`src/rtl/fsc_pkg.sv`:
```
/*
 Constants, modes and register map for the FIR stream control shell and its controller.
 Assumes one clock for both ends and software reaching the controller over AXI4-Lite.
*/
package fsc_pkg;
    typedef enum logic [1:0] {fsc_tlast_none, fsc_tlast_vector, fsc_tlast_packet} fsc_tlast_t;
    typedef enum logic [1:0] {fsc_user_none, fsc_user_field, fsc_channel_tag_mode,
                              fsc_user_and_tag} fsc_user_t;
    typedef enum logic {fsc_sync_vector, fsc_sync_packet} fsc_sync_t;
    typedef enum logic {fsc_single_coef_set, fsc_per_channel_coef_set} fsc_method_t;

    localparam int FSC_AXI_AW = 8;
    localparam logic [7:0] FSC_REG_SAMPLE = 8'h00;
    localparam logic [7:0] FSC_REG_FLAGS = 8'h04;
    localparam logic [7:0] FSC_REG_CONFIG = 8'h08;
    localparam logic [7:0] FSC_REG_RELOAD = 8'h0C;
    localparam logic [7:0] FSC_REG_RELOAD_LAST = 8'h10;
    localparam logic [7:0] FSC_REG_STATUS = 8'h14;
    localparam logic [7:0] FSC_REG_OUT_DATA = 8'h18;
    localparam logic [7:0] FSC_REG_OUT_INFO = 8'h1C;
    localparam logic [7:0] FSC_REG_OUT_COEF = 8'h20;
    localparam logic [7:0] FSC_REG_CTRL = 8'h24;

    localparam int FSC_FLAGS_LAST_BIT = 0;
    localparam int FSC_FLAGS_USER_LSB = 8;
    localparam int FSC_INFO_USER_LSB = 0;
    localparam int FSC_INFO_LAST_BIT = 8;
    localparam int FSC_INFO_SET_LSB = 16;
    localparam int FSC_ST_SAMPLE_BIT = 0;
    localparam int FSC_ST_CONFIG_BIT = 1;
    localparam int FSC_ST_RELOAD_BIT = 2;
    localparam int FSC_ST_OUT_BIT = 3;
    localparam int FSC_CTRL_SINK_BIT = 0;
    localparam logic [31:0] FSC_FLAGS_RESET = 32'h0000_0000;
    localparam logic [31:0] FSC_CTRL_RESET = 32'h0000_0001;

    localparam logic [1:0] FSC_RESP_OKAY = 2'h0;
    localparam logic [1:0] FSC_RESP_SLVERR = 2'h2;

    localparam int FSC_NUM_CH = 4;
    localparam int FSC_NUM_SETS = 2;
    localparam int FSC_NUM_TAPS = 5;
    localparam int FSC_RELOAD_SLOTS = 1;
    localparam int FSC_LATENCY = 4;
endpackage

```
`src/rtl/fsc_if.sv`:
```
/*
 Stream channels between the filter shell and its upstream, downstream and control logic.
 Assumes both ends are built with the same width parameters.
*/
interface fsc_if #(
    parameter int DATA_W = 16,
    parameter int USER_W = 8,
    parameter int CFG_W = 8,
    parameter int COEF_W = 16,
    parameter int SET_W = 1
);
    logic s_tvalid;
    logic s_tready;
    logic [DATA_W-1:0] s_tdata;
    logic s_tlast;
    logic [USER_W-1:0] s_tuser;
    logic m_tvalid;
    logic m_tready;
    logic [DATA_W-1:0] m_tdata;
    logic m_tlast;
    logic [USER_W-1:0] m_tuser;
    logic [SET_W-1:0] m_set;
    logic [COEF_W-1:0] m_coef0;
    logic cfg_tvalid;
    logic cfg_tready;
    logic [CFG_W-1:0] cfg_tdata;
    logic rld_tvalid;
    logic rld_tready;
    logic [COEF_W-1:0] rld_tdata;
    logic rld_tlast;

    modport dev (
        input s_tvalid, s_tdata, s_tlast, s_tuser, m_tready, cfg_tvalid, cfg_tdata,
        input rld_tvalid, rld_tdata, rld_tlast,
        output s_tready, m_tvalid, m_tdata, m_tlast, m_tuser, m_set, m_coef0,
        output cfg_tready, rld_tready
    );
    modport host (
        output s_tvalid, s_tdata, s_tlast, s_tuser, m_tready, cfg_tvalid, cfg_tdata,
        output rld_tvalid, rld_tdata, rld_tlast,
        input s_tready, m_tvalid, m_tdata, m_tlast, m_tuser, m_set, m_coef0,
        input cfg_tready, rld_tready
    );
endinterface

```
`src/rtl/fsc_stream_host.sv`:
```
/*
 Controller on the far side of the filter shell: sources data, config and reload, sinks output.
 Assumes software drives it over AXI4-Lite, one write and one read under way at a time.
*/
// The implementer's own choices: the AXI4-Lite interface to the registers and the address map.
module fsc_stream_host #(
    parameter int DATA_W = 16,
    parameter int USER_W = 8,
    parameter int CFG_W = 8,
    parameter int COEF_W = 16,
    parameter int SET_W = 1
) (
    input wire logic mclk_i,
    input wire logic srst_i,
    input wire logic ce_i,
    input wire logic [fsc_pkg::FSC_AXI_AW-1:0] s_axi_awaddr,
    input wire logic s_axi_awvalid,
    output logic s_axi_awready,
    input wire logic [31:0] s_axi_wdata,
    input wire logic [3:0] s_axi_wstrb,
    input wire logic s_axi_wvalid,
    output logic s_axi_wready,
    output logic [1:0] s_axi_bresp,
    output logic s_axi_bvalid,
    input wire logic s_axi_bready,
    input wire logic [fsc_pkg::FSC_AXI_AW-1:0] s_axi_araddr,
    input wire logic s_axi_arvalid,
    output logic s_axi_arready,
    output logic [31:0] s_axi_rdata,
    output logic [1:0] s_axi_rresp,
    output logic s_axi_rvalid,
    input wire logic s_axi_rready,
    fsc_if.host bus
);
    import fsc_pkg::*;

    typedef struct packed {
        logic s_pend;
        logic [DATA_W-1:0] s_data;
        logic [31:0] flags;
        logic c_pend;
        logic [CFG_W-1:0] c_data;
        logic r_pend;
        logic [COEF_W-1:0] r_data;
        logic r_last;
        logic o_full;
        logic [DATA_W-1:0] o_data;
        logic o_last;
        logic [USER_W-1:0] o_user;
        logic [SET_W-1:0] o_set;
        logic [COEF_W-1:0] o_coef;
        logic [31:0] ctrl;
        logic bvalid;
        logic [1:0] bresp;
        logic rvalid;
        logic [31:0] rdata;
        logic [1:0] rresp;
    } fsc_host_state_t;

    fsc_host_state_t st;
    fsc_host_state_t next_st;

    logic busy;
    logic wr_take;
    logic rd_take;
    logic [31:0] wmask;

    // A push register whose channel is still pending stalls the write, which is the back-pressure
    always_comb begin
        case (s_axi_awaddr)
            FSC_REG_SAMPLE: busy = st.s_pend;
            FSC_REG_CONFIG: busy = st.c_pend;
            FSC_REG_RELOAD, FSC_REG_RELOAD_LAST: busy = st.r_pend;
            default: busy = 1'b0;
        endcase
        for (int b = 0; b < 4; b++) begin
            wmask[8*b +: 8] = {8{s_axi_wstrb[b]}};
        end
    end

    // Readies fall with the enable so a request is never lost while state is frozen
    assign wr_take = s_axi_awvalid && s_axi_wvalid && !st.bvalid && !busy && !srst_i && ce_i;
    assign rd_take = s_axi_arvalid && !st.rvalid && !srst_i && ce_i;
    assign s_axi_awready = wr_take;
    assign s_axi_wready = wr_take;
    assign s_axi_arready = rd_take;
    assign s_axi_bvalid = st.bvalid;
    assign s_axi_bresp = st.bresp;
    assign s_axi_rvalid = st.rvalid;
    assign s_axi_rdata = st.rdata;
    assign s_axi_rresp = st.rresp;

    // Payloads come straight from held registers; all but tlast and tuser, which follow FLAGS writes, stay stable until taken
    assign bus.s_tvalid = st.s_pend;
    assign bus.s_tdata = st.s_data;
    assign bus.s_tlast = st.flags[FSC_FLAGS_LAST_BIT];
    assign bus.s_tuser = st.flags[FSC_FLAGS_USER_LSB +: USER_W];
    assign bus.cfg_tvalid = st.c_pend;
    assign bus.cfg_tdata = st.c_data;
    assign bus.rld_tvalid = st.r_pend;
    assign bus.rld_tdata = st.r_data;
    assign bus.rld_tlast = st.r_last;
    assign bus.m_tready = st.ctrl[FSC_CTRL_SINK_BIT] && !st.o_full && !srst_i;

    always_comb begin
        next_st = st;
        if (bus.s_tvalid && bus.s_tready) begin
            next_st.s_pend = 1'b0;
        end
        if (bus.cfg_tvalid && bus.cfg_tready) begin
            next_st.c_pend = 1'b0;
        end
        if (bus.rld_tvalid && bus.rld_tready) begin
            next_st.r_pend = 1'b0;
        end
        if (st.bvalid && s_axi_bready) begin
            next_st.bvalid = 1'b0;
        end
        if (st.rvalid && s_axi_rready) begin
            next_st.rvalid = 1'b0;
        end
        if (wr_take) begin
            next_st.bvalid = 1'b1;
            next_st.bresp = FSC_RESP_OKAY;
            case (s_axi_awaddr)
                FSC_REG_SAMPLE: begin
                    next_st.s_pend = 1'b1;
                    next_st.s_data = s_axi_wdata[DATA_W-1:0];
                end
                FSC_REG_FLAGS: next_st.flags = (st.flags & ~wmask) | (s_axi_wdata & wmask);
                FSC_REG_CONFIG: begin
                    next_st.c_pend = 1'b1;
                    next_st.c_data = s_axi_wdata[CFG_W-1:0];
                end
                FSC_REG_RELOAD, FSC_REG_RELOAD_LAST: begin
                    next_st.r_pend = 1'b1;
                    next_st.r_data = s_axi_wdata[COEF_W-1:0];
                    next_st.r_last = (s_axi_awaddr == FSC_REG_RELOAD_LAST);
                end
                FSC_REG_CTRL: next_st.ctrl = (st.ctrl & ~wmask) | (s_axi_wdata & wmask);
                FSC_REG_STATUS, FSC_REG_OUT_DATA, FSC_REG_OUT_INFO, FSC_REG_OUT_COEF: begin
                    next_st.bresp = FSC_RESP_OKAY;
                end
                default: next_st.bresp = FSC_RESP_SLVERR;
            endcase
        end
        if (rd_take) begin
            next_st.rvalid = 1'b1;
            next_st.rresp = FSC_RESP_OKAY;
            next_st.rdata = '0;
            case (s_axi_araddr)
                FSC_REG_SAMPLE, FSC_REG_CONFIG, FSC_REG_RELOAD, FSC_REG_RELOAD_LAST: begin
                    next_st.rdata = '0;
                end
                FSC_REG_FLAGS: next_st.rdata = st.flags;
                FSC_REG_STATUS: begin
                    next_st.rdata[FSC_ST_SAMPLE_BIT] = st.s_pend;
                    next_st.rdata[FSC_ST_CONFIG_BIT] = st.c_pend;
                    next_st.rdata[FSC_ST_RELOAD_BIT] = st.r_pend;
                    next_st.rdata[FSC_ST_OUT_BIT] = st.o_full;
                end
                FSC_REG_OUT_DATA: begin
                    next_st.rdata = 32'(st.o_data);
                    next_st.o_full = 1'b0;
                end
                FSC_REG_OUT_INFO: begin
                    next_st.rdata[FSC_INFO_USER_LSB +: USER_W] = st.o_user;
                    next_st.rdata[FSC_INFO_LAST_BIT] = st.o_last;
                    next_st.rdata[FSC_INFO_SET_LSB +: SET_W] = st.o_set;
                end
                FSC_REG_OUT_COEF: next_st.rdata = 32'(st.o_coef);
                FSC_REG_CTRL: next_st.rdata = st.ctrl;
                default: next_st.rresp = FSC_RESP_SLVERR;
            endcase
        end
        // Capture cannot meet the clearing read: ready is low while full
        if (bus.m_tvalid && bus.m_tready) begin
            next_st.o_full = 1'b1;
            next_st.o_data = bus.m_tdata;
            next_st.o_last = bus.m_tlast;
            next_st.o_user = bus.m_tuser;
            next_st.o_set = bus.m_set;
            next_st.o_coef = bus.m_coef0;
        end
        if (srst_i) begin
            next_st = '0;
            next_st.flags = FSC_FLAGS_RESET;
            next_st.ctrl = FSC_CTRL_RESET;
        end
    end

    // Reset lasts as long as software holds it, covering the filter's one-cycle need
    always_ff @(posedge mclk_i) begin
        if (ce_i || srst_i) begin
            st <= next_st;
        end
    end
endmodule

```
`src/flat_wrapper.sv`:
```
// flat-port wrapper written by rule: the top's interface ports become plain ports
module fsc_stream_host_flat import fsc_pkg::*;
#(
    parameter int DATA_W = 16,
    parameter int USER_W = 8,
    parameter int CFG_W = 8,
    parameter int COEF_W = 16,
    parameter int SET_W = 1
)
  (mclk_i, srst_i, ce_i, s_axi_awaddr, s_axi_awvalid, s_axi_awready, s_axi_wdata, s_axi_wstrb, s_axi_wvalid, s_axi_wready, s_axi_bresp, s_axi_bvalid, s_axi_bready, s_axi_araddr, s_axi_arvalid, s_axi_arready, s_axi_rdata, s_axi_rresp, s_axi_rvalid, s_axi_rready, bus_s_tvalid, bus_s_tdata, bus_s_tlast, bus_s_tuser, bus_m_tready, bus_cfg_tvalid, bus_cfg_tdata, bus_rld_tvalid, bus_rld_tdata, bus_rld_tlast, bus_s_tready, bus_m_tvalid, bus_m_tdata, bus_m_tlast, bus_m_tuser, bus_m_set, bus_m_coef0, bus_cfg_tready, bus_rld_tready);
  fsc_if #(.DATA_W(DATA_W), .USER_W(USER_W), .CFG_W(CFG_W), .COEF_W(COEF_W), .SET_W(SET_W)) bus_i ();
  input wire logic mclk_i;
  input wire logic srst_i;
  input wire logic ce_i;
  input wire logic [fsc_pkg::FSC_AXI_AW-1:0] s_axi_awaddr;
  input wire logic s_axi_awvalid;
  output logic s_axi_awready;
  input wire logic [31:0] s_axi_wdata;
  input wire logic [3:0] s_axi_wstrb;
  input wire logic s_axi_wvalid;
  output logic s_axi_wready;
  output logic [1:0] s_axi_bresp;
  output logic s_axi_bvalid;
  input wire logic s_axi_bready;
  input wire logic [fsc_pkg::FSC_AXI_AW-1:0] s_axi_araddr;
  input wire logic s_axi_arvalid;
  output logic s_axi_arready;
  output logic [31:0] s_axi_rdata;
  output logic [1:0] s_axi_rresp;
  output logic s_axi_rvalid;
  input wire logic s_axi_rready;
  output wire logic [$bits(bus_i.s_tvalid)-1:0] bus_s_tvalid;
  output wire logic [$bits(bus_i.s_tdata)-1:0] bus_s_tdata;
  output wire logic [$bits(bus_i.s_tlast)-1:0] bus_s_tlast;
  output wire logic [$bits(bus_i.s_tuser)-1:0] bus_s_tuser;
  output wire logic [$bits(bus_i.m_tready)-1:0] bus_m_tready;
  output wire logic [$bits(bus_i.cfg_tvalid)-1:0] bus_cfg_tvalid;
  output wire logic [$bits(bus_i.cfg_tdata)-1:0] bus_cfg_tdata;
  output wire logic [$bits(bus_i.rld_tvalid)-1:0] bus_rld_tvalid;
  output wire logic [$bits(bus_i.rld_tdata)-1:0] bus_rld_tdata;
  output wire logic [$bits(bus_i.rld_tlast)-1:0] bus_rld_tlast;
  input wire logic [$bits(bus_i.s_tready)-1:0] bus_s_tready;
  input wire logic [$bits(bus_i.m_tvalid)-1:0] bus_m_tvalid;
  input wire logic [$bits(bus_i.m_tdata)-1:0] bus_m_tdata;
  input wire logic [$bits(bus_i.m_tlast)-1:0] bus_m_tlast;
  input wire logic [$bits(bus_i.m_tuser)-1:0] bus_m_tuser;
  input wire logic [$bits(bus_i.m_set)-1:0] bus_m_set;
  input wire logic [$bits(bus_i.m_coef0)-1:0] bus_m_coef0;
  input wire logic [$bits(bus_i.cfg_tready)-1:0] bus_cfg_tready;
  input wire logic [$bits(bus_i.rld_tready)-1:0] bus_rld_tready;
  assign bus_s_tvalid = bus_i.s_tvalid;
  assign bus_s_tdata = bus_i.s_tdata;
  assign bus_s_tlast = bus_i.s_tlast;
  assign bus_s_tuser = bus_i.s_tuser;
  assign bus_m_tready = bus_i.m_tready;
  assign bus_cfg_tvalid = bus_i.cfg_tvalid;
  assign bus_cfg_tdata = bus_i.cfg_tdata;
  assign bus_rld_tvalid = bus_i.rld_tvalid;
  assign bus_rld_tdata = bus_i.rld_tdata;
  assign bus_rld_tlast = bus_i.rld_tlast;
  assign bus_i.s_tready = bus_s_tready;
  assign bus_i.m_tvalid = bus_m_tvalid;
  assign bus_i.m_tdata = bus_m_tdata;
  assign bus_i.m_tlast = bus_m_tlast;
  assign bus_i.m_tuser = bus_m_tuser;
  assign bus_i.m_set = bus_m_set;
  assign bus_i.m_coef0 = bus_m_coef0;
  assign bus_i.cfg_tready = bus_cfg_tready;
  assign bus_i.rld_tready = bus_rld_tready;
  fsc_stream_host #(.DATA_W(DATA_W), .USER_W(USER_W), .CFG_W(CFG_W), .COEF_W(COEF_W), .SET_W(SET_W)) u_core (.mclk_i(mclk_i), .srst_i(srst_i), .ce_i(ce_i), .s_axi_awaddr(s_axi_awaddr), .s_axi_awvalid(s_axi_awvalid), .s_axi_awready(s_axi_awready), .s_axi_wdata(s_axi_wdata), .s_axi_wstrb(s_axi_wstrb), .s_axi_wvalid(s_axi_wvalid), .s_axi_wready(s_axi_wready), .s_axi_bresp(s_axi_bresp), .s_axi_bvalid(s_axi_bvalid), .s_axi_bready(s_axi_bready), .s_axi_araddr(s_axi_araddr), .s_axi_arvalid(s_axi_arvalid), .s_axi_arready(s_axi_arready), .s_axi_rdata(s_axi_rdata), .s_axi_rresp(s_axi_rresp), .s_axi_rvalid(s_axi_rvalid), .s_axi_rready(s_axi_rready), .bus(bus_i));
endmodule
```
`config.mk`:
```
export PLATFORM = sky130hd
export DESIGN_NAME = fsc_stream_host_flat
export DESIGN_NICKNAME = d
export VERILOG_FILES = /design/src/rtl/fsc_pkg.sv /design/src/rtl/fsc_if.sv /design/src/rtl/fsc_stream_host.sv /design/src/flat_wrapper.sv
export SDC_FILE = /design/constraint.sdc
export NUM_CORES = 1
export LEC_CHECK = 0
export BUFFER_PORTS_ARGS = -buffer_cell sky130_fd_sc_hd__buf_2
export CAP_MARGIN = 10
export CORE_UTILIZATION = 30
export CTS_BUF_LIST = sky130_fd_sc_hd__clkbuf_4 sky130_fd_sc_hd__clkbuf_8
export DETAILED_ROUTE_END_ITERATION = 8
export PLACE_DENSITY = 0.48
export SYNTH_ARGS = -nofsm -noshare
export SYNTH_HDL_FRONTEND = slang
export SYNTH_SLANG_ARGS = --single-unit
export TNS_END_PERCENT = 5
```
`constraint.sdc`:
```
create_clock -name mclk_i -period 4.8 [get_ports mclk_i]
set_input_delay 0.96 -clock mclk_i [delete_from_list [all_inputs] [get_ports mclk_i]]
set_output_delay 0.96 -clock mclk_i [all_outputs]
set_load 0.03 [all_outputs]
```
==> flow_metrics.py, run 1 <==
metrics = {
    "outcome": {
        "status": "finished, final reports clean",
    },
    "clocking": {
        "htree_num_levels": 4,
        "cts_resized": 0,
        "numCtsBuffers": 17,
        "clock_latency_ns": 0.47,
        "clock_sinks": 187,
        "cts-root-buf": "clkbuf_8",
        "tritoncts": "done",
        "holdBufCountCts": 0,
        "postCtsSetupBuffers": 0,
        "clkTransAtPathRegs_ns": 0.11,
        "clk_path_buf_depth": 2,
    },
    "synth": {
        "synth_cells": 709,
        "synth_cell_types": 48,
        "syn_area_per_cell_um2": 12.97,
        "ys_seq_area_share_pct": 61.06,
        "syn_area_um2": 9196,
        "yosys_warnings": 0,
        "synth_async_sr_flop_share_pct": 0,
        "synthFlopType": "edfxtp_1",
        "synth-edff-count": 187,
        "ys_ff_latch": 187,
    },
    "sta": {
        "final.setup_skew_ns": 0.01905,
        "period_minus_slack_ns": 3.216,
        "max_freq_mhz": 310.9,
        "maxSlewViolCount": 0,
        "tightest_slew_ns": 1.026,
        "timing.final.crit_share_pct": 67.00,
        "rsz0062_at_grt": "no",
        "max_slew_margin_pct": 31.61,
        "finalSetupViolations": 0,
        "holdWs_ns": 0.6028,
        "fin_setup_tns_ns": 0,
        "finalWorstSetupSlack_ns": 1.584,
        "finalHoldViolCount": 0,
    },
    "finish": {
        "layout.nets": 912,
        "drive_above_1_share_pct": 35.16,
        "final_common_cell": "buf_2",
        "syn_to_final_growth_pct": 12.46,
        "final_cells": 1215,
        "fin_area_um2": 10340,
        "post-route-util_pct": 34.62,
        "fillers": 3009,
        "final_cell_mix": "198 x buf_2, 187 x edfxtp_1, 91 x nor2_1",
    },
    "die": {
        "design.core.area_um2": 29870,
        "dieArea_um2": 31360,
        "die_y_um": 177.1,
        "die_width_um": 177.1,
        "start_util_pct": 30.78,
        "std_cell_rows": 63,
        "pin_count": 201,
    },
    "hold_path": {
        "hold-path-endpoint": "u_core.s_axi_rdata[28]",
        "holdPathStages": 2,
        "holdCritStartpoint": "u_core.st[168]",
        "worstHoldPathType": "reg -> reg",
    },
    "pwr": {
        "total_power_mw": 3.292,
        "leakage_nw": 4.210,
        "peakVddDrop_uv": 138.3,
        "power.density_nw_per_um2": 318.3,
    },
    "grt": {
        "grt_use_met1_pct": 20.74,
        "grt_pass1_wl_um": 33150,
        "grt.met2_usage_pct": 21.06,
        "busiest_layer": "met2",
        "antenna_found_initial": 6,
        "grt_use_met3_pct": 3.351,
        "grt_max_degree": 68,
        "grt.overflow.total": 0,
        "grt_pass1_vias": 5355,
        "groute.usage.overall_pct": 14.30,
    },
    "critical_path": {
        "crit_fanout": 17,
        "r2r-start": "u_core.s_axi_bvalid",
        "r2r_setup_slack_ns": 2.35,
        "crit_path_start_kind": "input port",
        "critPathCaptureType": "primary output",
        "crit_slowest_cell": "buf_2",
        "crit_chain": "buf_2, and4bb_2, nand2_1, o21bai_4, inv_1, buf_2",
        "crit_top_cell": "buf_2",
        "ff2ff_path_depth": 4,
        "cp.required_ns": 3.84,
        "cpPeakStageDelay_ns": 0.29,
        "cp_data_arrival_time_ns": 2.26,
        "setup.worst_path.class": "in -> out",
        "reg2reg_to": "u_core.bus.rld_tdata[9]",
    },
    "placement": {
        "placed_area_um2": 9938,
        "io_buffers": 198,
        "place_inst": 1177,
        "pre_cts_slack_ns": 1.523,
        "gp_congestion": 0.7608,
        "dp.final_hpwl_um": 15500,
    },
    "detailed_routing": {
        "vias": 5587,
        "postRouteAntennaNets": 0,
        "drc": 0,
        "post_drt_wl_per_cell_um": 18.19,
        "drt-vias-per-instance": 4.598,
        "drtIter0Drc": 444,
        "routed_wl_um": 22100,
        "drt_first_pass_iters": 5,
    },
    "job": {
        "max_cap_violations": 0,
    },
}
critical path, delay by kind of cell:
| family | cells | cell delay [ns] |
|---|---|---|
| buf+inv | 3 | 0.55 |
| simple gates | 2 | 0.51 |
| compound gates | 1 | 0.23 |
cell families (layout without fill, tap and decap cells):
group / count (synthesis) / after routing / synth area share, %
compound gates: 68 / 68 / 5.292
buf+inv: 131 / 240 / 8.993
flops: 187 / 187 / 61.06
mux: 94 / 94 / 10.63
other cells: 1 / 8 / 0.04078
simple gates: 228 / 228 / 13.99
sequential cells by signal, indices dropped and copies added, names as in the netlist:
register,cells
u_core.bus.cfg_tdata,8
u_core.bus.cfg_tvalid,1
u_core.bus.rld_tdata,16
u_core.bus.rld_tlast,1
u_core.bus.rld_tvalid,1
u_core.bus.s_tdata,16
u_core.bus.s_tlast,1
u_core.bus.s_tuser,8
u_core.bus.s_tvalid,1
u_core.s_axi_bresp,1
u_core.s_axi_bvalid,1
u_core.s_axi_rdata,32
u_core.s_axi_rresp,1
u_core.s_axi_rvalid,1
u_core.st,98
power breakdown:
part	internal, mW	leakage [nW]	switching [mW]
sequential	1.87	1.93	0.0321
clock	0.399	0.200	0.655
combinational	0.117	2.07	0.223
final cells by class:
| class | count | area, um^2 | area share [%] |
|---|---|---|---|
| Timing Repair Buffer | 204 | 1036 | 10.02 |
| Tap cell | 390 | 488.0 | 4.718 |
| Inverter | 4 | 15.01 | 0.1452 |
| Multi-Input combinational cell | 392 | 2784 | 26.92 |
| Clock inverter | 14 | 147.6 | 1.428 |
| Clock buffer | 18 | 241.5 | 2.335 |
| Sequential cell | 187 | 5615 | 54.29 |
| Antenna cell | 6 | 15.01 | 0.1452 |
cells in the mapped netlist, types with 5 or more instances:
master / count / area share, %
a21oi_1: 14 / 0.76
mux2i_1: 65 / 7.1
and2_1: 42 / 2.9
clkbuf_1: 30 / 1.2
nand2_1: 14 / 0.57
buf_2: 9 / 0.49
and3_1: 42 / 2.9
edfxtp_1: 187 / 61
buf_4: 86 / 7.0
nor2b_1: 5 / 0.34
nor2_1: 91 / 3.7
mux2_2: 29 / 3.6
a22oi_1: 29 / 2.4
worst max-delay path by stage:
stage | endpoint | cells past startpoint | slack [ns] | from
after detailed placement | u_core.bus.rld_tdata[14] | 5 | 1.52 | srst_i
after CTS | s_axi_awready | 6 | 1.56 | srst_i
after global routing | s_axi_wready | 6 | 1.45 | srst_i
after floorplan | s_axi_wready | 8 | 1.37 | s_axi_awaddr[3]
final | s_axi_wready | 6 | 1.58 | srst_i
after global placement | u_core.bus.rld_tdata[14] | 5 | 1.54 | srst_i
layer usage:
| metal | wire, um | vias to the layer above |
|---|---|---|
| met4 | 303 | 2 |
| met2 | 9712 | 160 |
| met3 | 1179 | 16 |
| met5 | 13 | - |
| met1 | 10890 | 2706 |
| li1 | - | 2703 |
Note: power is estimated with default switching activity, not from simulation.
==> run 2: changes to the inputs <==
ABC_AREA = 1   (was not set)
clock period = 3 ns   (was 4.8 ns; I/O delays follow)
==> flow_metrics.py, run 2 <==
metrics = {
    "critical_path": {
        "cp.required_ns": 2.40,
        "critPathBufInv": 2,
        "crit_path_start_kind": "register",
        "crit_slowest_cell": "edfxtp_1",
        "r2r_setup_slack_ns": 0.88,
        "cpPeakStageDelay_ns": 0.48,
        "crit_chain": "nor3_2, nand2_2, nor2_8, nand2_4, inv_1, buf_2",
        "critPathCaptureType": "primary output",
        "reg2reg_to": "u_core.st[167]",
        "ff2ff_path_depth": 8,
        "crit_fanout": 8,
        "cp_data_arrival_time_ns": 1.87,
        "startpoint": "u_core.s_axi_bvalid",
        "setup.worst_path.class": "reg -> out",
        "crit_end": "s_axi_awready",
        "path_delay_family": "simple AND/OR/NAND/NOR gates",
        "cp.depth": 6,
        "r2r-start": "u_core.s_axi_bvalid",
    },
    "synth": {
        "synth_cells": 923,
        "ys_ff_latch": 187,
        "yosysTopAreaCell": "edfxtp_1",
        "yosysMostFrequentCell": "nor2_1",
        "synth.area.top_cells": "edfxtp_1 60%, nor2_1 8.5%, buf_4 7.0%",
        "syn_area_per_cell_um2": 10.17,
        "synth_cell_types": 30,
        "synth_top_area_share_pct": 59.82,
        "ys_seq_area_share_pct": 59.82,
        "syn_area_um2": 9388,
        "synth_async_sr_flop_share_pct": 0,
        "yosys_warnings": 0,
        "yosys-top-cells-count": "212 x nor2_1, 187 x edfxtp_1, 163 x nand2_1",
        "synth-edff-count": 187,
        "synthFlopType": "edfxtp_1",
    },
    "detailed_routing": {
        "drtIter0Drc": 526,
        "drt_first_pass_iters": 5,
        "drc": 0,
        "postRouteAntennaNets": 0,
        "drt-vias-per-instance": 4.360,
        "vias": 6313,
        "routed_wl_um": 22970,
        "post_drt_wl_per_cell_um": 15.86,
    },
    "sta": {
        "finalSetupViolations": 0,
        "max_freq_mhz": 405.6,
        "rsz0062_at_grt": "no",
        "tightest_slew_ns": 0.5124,
        "final.setup_skew_ns": 0.01306,
        "timing.final.crit_share_pct": 82.18,
        "finalHoldViolCount": 0,
        "maxSlewViolCount": 0,
        "period_minus_slack_ns": 2.465,
        "max_slew_margin_pct": 65.58,
        "holdWs_ns": 0.4307,
    },
    "clocking": {
        "postCtsSetupBuffers": 0,
        "clock_latency_ns": 0.46,
        "tritoncts": "done",
        "numCtsBuffers": 17,
        "clkTransAtPathRegs_ns": 0.11,
        "clk_path_buf_depth": 2,
        "cts-root-buf": "clkbuf_8",
        "cts_resized": 0,
        "htree_num_levels": 4,
        "clock_sinks": 187,
        "holdBufCountCts": 0,
    },
    "finish": {
        "largest_register_ffs": 98,
        "drive_above_1_share_pct": 31.65,
        "layout.nets": 1145,
        "fin_area_um2": 10590,
        "final_cell_mix": "212 x nor2_1, 198 x buf_2, 187 x edfxtp_1",
        "num_antenna_cells": 0,
        "syn_to_final_growth_pct": 12.84,
        "regMostFlops": "u_core.st",
        "final_common_cell": "nor2_1",
    },
    "hold_path": {
        "worstHoldPathType": "in -> reg",
    },
    "die": {
        "design.core.area_um2": 30670,
        "die_width_um": 178.9,
        "dieArea_um2": 32000,
        "start_util_pct": 30.61,
        "pin_count": 201,
        "die_y_um": 178.9,
        "std_cell_rows": 64,
    },
    "placement": {
        "placed_area_um2": 10220,
        "gp_congestion": 0.7483,
        "dp.final_hpwl_um": 16530,
        "io_buffers": 198,
    },
    "grt": {
        "grt_pass1_wl_um": 34490,
        "groute.usage.overall_pct": 14.56,
        "grt_max_degree": 65,
        "antenna_found_initial": 0,
        "grt.overflow.total": 0,
        "grt_pass1_vias": 5927,
    },
    "pwr": {
        "peakVddDrop_uv": 263.7,
        "leakage_nw": 4.520,
        "total_power_mw": 5.192,
        "power.density_nw_per_um2": 490.1,
    },
    "outcome": {
        "status": "finished, final reports clean",
    },
    "job": {
        "max_cap_violations": 0,
    },
}
run 2: cell types whose count changed in the layout (fill, tap and decap cells not counted), sizes merged, moves of 65 or more:
cell,before,now
nor3,2,73
mux2i,65,0
nand2,14,167
nor2,92,219
inv,14,83
run 2: area by class of cell:
type | count | area [um^2]
Clock buffer | 17 | 234.0
Clock inverter | 15 | 138.9
Fill cell | 3190 | 20080
Inverter | 80 | 301.5
Multi-Input combinational cell | 537 | 2656
Sequential cell | 187 | 5615
Tap cell | 396 | 495.5
Timing Repair Buffer | 216 | 1151
run 2: worst reg2reg max path, cell delays in order, from the launching register on:
cell and delay [ns]:
edfxtp_1 0.48, nor3_2 0.24, nand2_2 0.11, nor2_8 0.16
nand2_4 0.11, inv_1 0.11, nand2_1 0.06, nand2_1 0.05
buf_4 0.40
run 2: logic make-up after synthesis:
logic type / synth area share (%)
simple gates: 25.68
flops: 59.82
compound gates: 2.266
other cells: 0.03995
buf+inv: 12.20
run 2: worst min path at each step:
stage | from | to | slack, ns | depth (start not counted)
3_5_place_dp | u_core.st[110] | u_core.s_axi_rdata[14] | 0.56 | 2
3_3_place_gp | u_core.st[110] | u_core.s_axi_rdata[14] | 0.55 | 2
2_1_floorplan | u_core.st[110] | u_core.s_axi_rdata[14] | 0.53 | 2
6_report | bus_m_tuser[3] | u_core.st[90] | 0.43 | 3
4_1_cts | bus_m_tuser[3] | u_core.st[90] | 0.39 | 3
5_1_grt | bus_m_tuser[0] | u_core.st[87] | 0.41 | 3
run 2: metal layers:
layer / global-route usage [%] / vias up / wire length, um
li1: - / 3163 / -
met2: 21.96 / 202 / 10290
met3: 2.566 / 12 / 1414
met4: 3.496 / 0 / 234
met1: 21.46 / 2936 / 11030
met5: 0 / - / 0
run 2: stage by stage:
step | setup TNS, ns | cells | utilization (%) | setup slack, ns
finish | 0 | 1448 | 34.54 | 0.5347
floorplan | -0.1140 | 924 | - | -0.1140
detailed placement | 0 | 1416 | 33.32 | 0.5074
global placement | 0 | 1416 | 33.32 | 0.5106
global route | 0 | 1448 | 34.54 | 0.3953
CTS | 0 | 1448 | 34.54 | 0.4716
run 2: report_power, final:
part           switching, mW  internal, mW  total, mW
Sequential            0.0498          2.99       3.04
Clock                  0.968         0.671       1.64
Combinational          0.372         0.142      0.514
==> run 3: changes to the inputs <==
PLACE_DENSITY = 0.5   (was 0.48)
clock period = 2.25 ns   (was 3 ns; I/O delays follow)
==> flow_metrics.py, run 3 (synthesized netlist as in run 2, its figures left out) <==
metrics = {
    "placement": {
        "io_buffers": 198,
        "dp.final_hpwl_um": 16880,
        "pre_cts_slack_ns": 0.1504,
        "placed_area_um2": 10490,
        "gp_congestion": 0.7614,
    },
    "hold_path": {
        "worstHoldPathType": "in -> reg",
    },
    "grt": {
        "busiest_layer": "met2",
        "grt.overflow.total": 0,
        "groute.usage.overall_pct": 14.81,
        "grt_use_met1_pct": 21.62,
        "grt_pass1_wl_um": 35190,
        "antenna_found_initial": 0,
        "grt_use_met3_pct": 2.205,
        "grt_max_degree": 44,
        "grt.met2_usage_pct": 22.43,
        "grt_pass1_vias": 6110,
    },
    "finish": {
        "final_cell_mix": "212 x nor2_1, 196 x buf_2, 187 x edfxtp_1",
        "drive_above_1_share_pct": 33.18,
        "regMostFlops": "u_core.st",
        "layout.nets": 1163,
        "syn_to_final_growth_pct": 15.87,
        "regArea_um2": 5615,
        "fillers": 3174,
        "num_antenna_cells": 0,
        "multi_input_area_um2": 2688,
        "fin_area_um2": 10880,
        "final_common_cell": "nor2_1",
        "largest_register_ffs": 98,
    },
    "critical_path": {
        "crit_path_start_kind": "register",
        "critPathCaptureType": "primary output",
        "crit_slowest_cell": "edfxtp_1",
        "cpPeakStageDelay_ns": 0.45,
        "critPathBufInv": 2,
        "path_delay_family": "simple AND/OR/NAND/NOR gates",
        "cp.required_ns": 1.80,
        "cp_data_arrival_time_ns": 1.68,
        "crit_chain": "nor3_2, nand2_2, nor2_8, nand2_8, inv_4, buf_6",
        "crit_fanout": 6,
        "setup.worst_path.class": "reg -> out",
    },
    "pwr": {
        "p_clk_share_pct": 30.7,
        "peakVddDrop_uv": 343.7,
        "seqPwrFrac_pct": 58.9,
        "power.density_nw_per_um2": 633.2,
        "comb_power_share_pct": 10.5,
        "p_sw_mw": 1.902,
        "p_int_mw": 4.985,
        "leakage_nw": 4.648,
        "switching_share_pct": 27.62,
    },
    "sta": {
        "rsz0062_at_grt": "no",
        "final.setup_skew_ns": 0.01256,
        "finalSetupViolations": 0,
        "tightest_slew_ns": 0.5103,
        "maxSlewViolCount": 0,
        "max_slew_margin_pct": 65.72,
        "max_freq_mhz": 469.9,
        "period_minus_slack_ns": 2.128,
        "finalHoldViolCount": 0,
        "finalWorstSetupSlack_ns": 0.1219,
        "timing.final.crit_share_pct": 94.58,
    },
    "outcome": {
        "status": "finished, final reports clean",
    },
    "die": {
        "pin_count": 201,
        "std_cell_rows": 64,
        "die_y_um": 178.9,
        "dieArea_um2": 32000,
        "start_util_pct": 30.61,
        "design.core.area_um2": 30670,
        "die_width_um": 178.9,
    },
    "clocking": {
        "tritoncts": "done",
        "clock_sinks": 187,
        "clkTransAtPathRegs_ns": 0.11,
        "clk_path_buf_depth": 2,
        "cts-root-buf": "clkbuf_8",
        "htree_num_levels": 4,
        "clock_latency_ns": 0.47,
        "numCtsBuffers": 17,
    },
    "detailed_routing": {
        "drtIter0Drc": 415,
        "drc": 0,
        "drt_first_pass_iters": 5,
        "postRouteAntennaNets": 0,
        "drt-vias-per-instance": 4.377,
        "post_drt_wl_per_cell_um": 15.81,
        "routed_wl_um": 23180,
        "vias": 6416,
    },
    "job": {
        "max_cap_violations": 0,
    },
}
[run 3: per-stage QoR]
step           instances  util (%)  hold WS, ns  power [mW]  setup TNS [ns]
2_1_floorplan        924         -       0.5252       4.612          -1.731
3_3_place_gp        1432     34.20       0.5478       4.859               0
6_report            1466     35.47       0.2658       6.888               0
3_5_place_dp        1432     34.20       0.5613       4.861               0
4_1_cts             1466     35.41       0.2320       6.986               0
5_1_grt             1466     35.47       0.2474       7.175               0
[run 3: timing repair]
action	4_1_cts	5_1_grt
gates resized for setup	2	5
pin swaps	2	3
endpoints found under the setup margin	2	2
setup buffers	2	0
hold buffers	0	0
[run 3: worst min-delay path, cell delays in order]
cell    delay, ns
buf_2        0.07
inv_1        0.03
nor2_1       0.08
[run 3: metal layers]
layer	up-vias	part of all wire, %	wire length [um]
li1	3199	-	-
met1	3019	49	11360
met2	181	45	10360
met3	17	5.1	1174
met4	0	1.2	274
met5	-	0	0
[run 3: power groups by stage]
stage	registers, mW	logic (mW)	clock network, mW
6_report	4.05	0.720	2.11
2_1_floorplan	4.12	0.488	0
5_1_grt	4.07	0.789	2.31
3_3_place_gp	4.14	0.724	0
4_1_cts	4.06	0.734	2.20
3_5_place_dp	4.13	0.728	0
[run 3: cell type report]
type	instances	area share, %
well taps	396	4.555
repair buffers	234	13.09
flip-flops and latches	187	51.62
inverters	80	2.795
clock inverters	15	1.081
multi-input cells	537	24.71
clock buffers	17	2.151
[run 3: worst paths after layout]
kind / from / end / slack, ns / cells past startpoint
min: bus_m_tdata[5] / u_core.st[101] / 0.27 / 3
min reg2reg: u_core.st[106] / u_core.s_axi_rdata[10] / 0.58 / 2
max reg2reg: u_core.s_axi_bvalid / u_core.bus.rld_tdata[10] / 0.38 / 7
max: u_core.s_axi_bvalid / s_axi_wready / 0.12 / 6
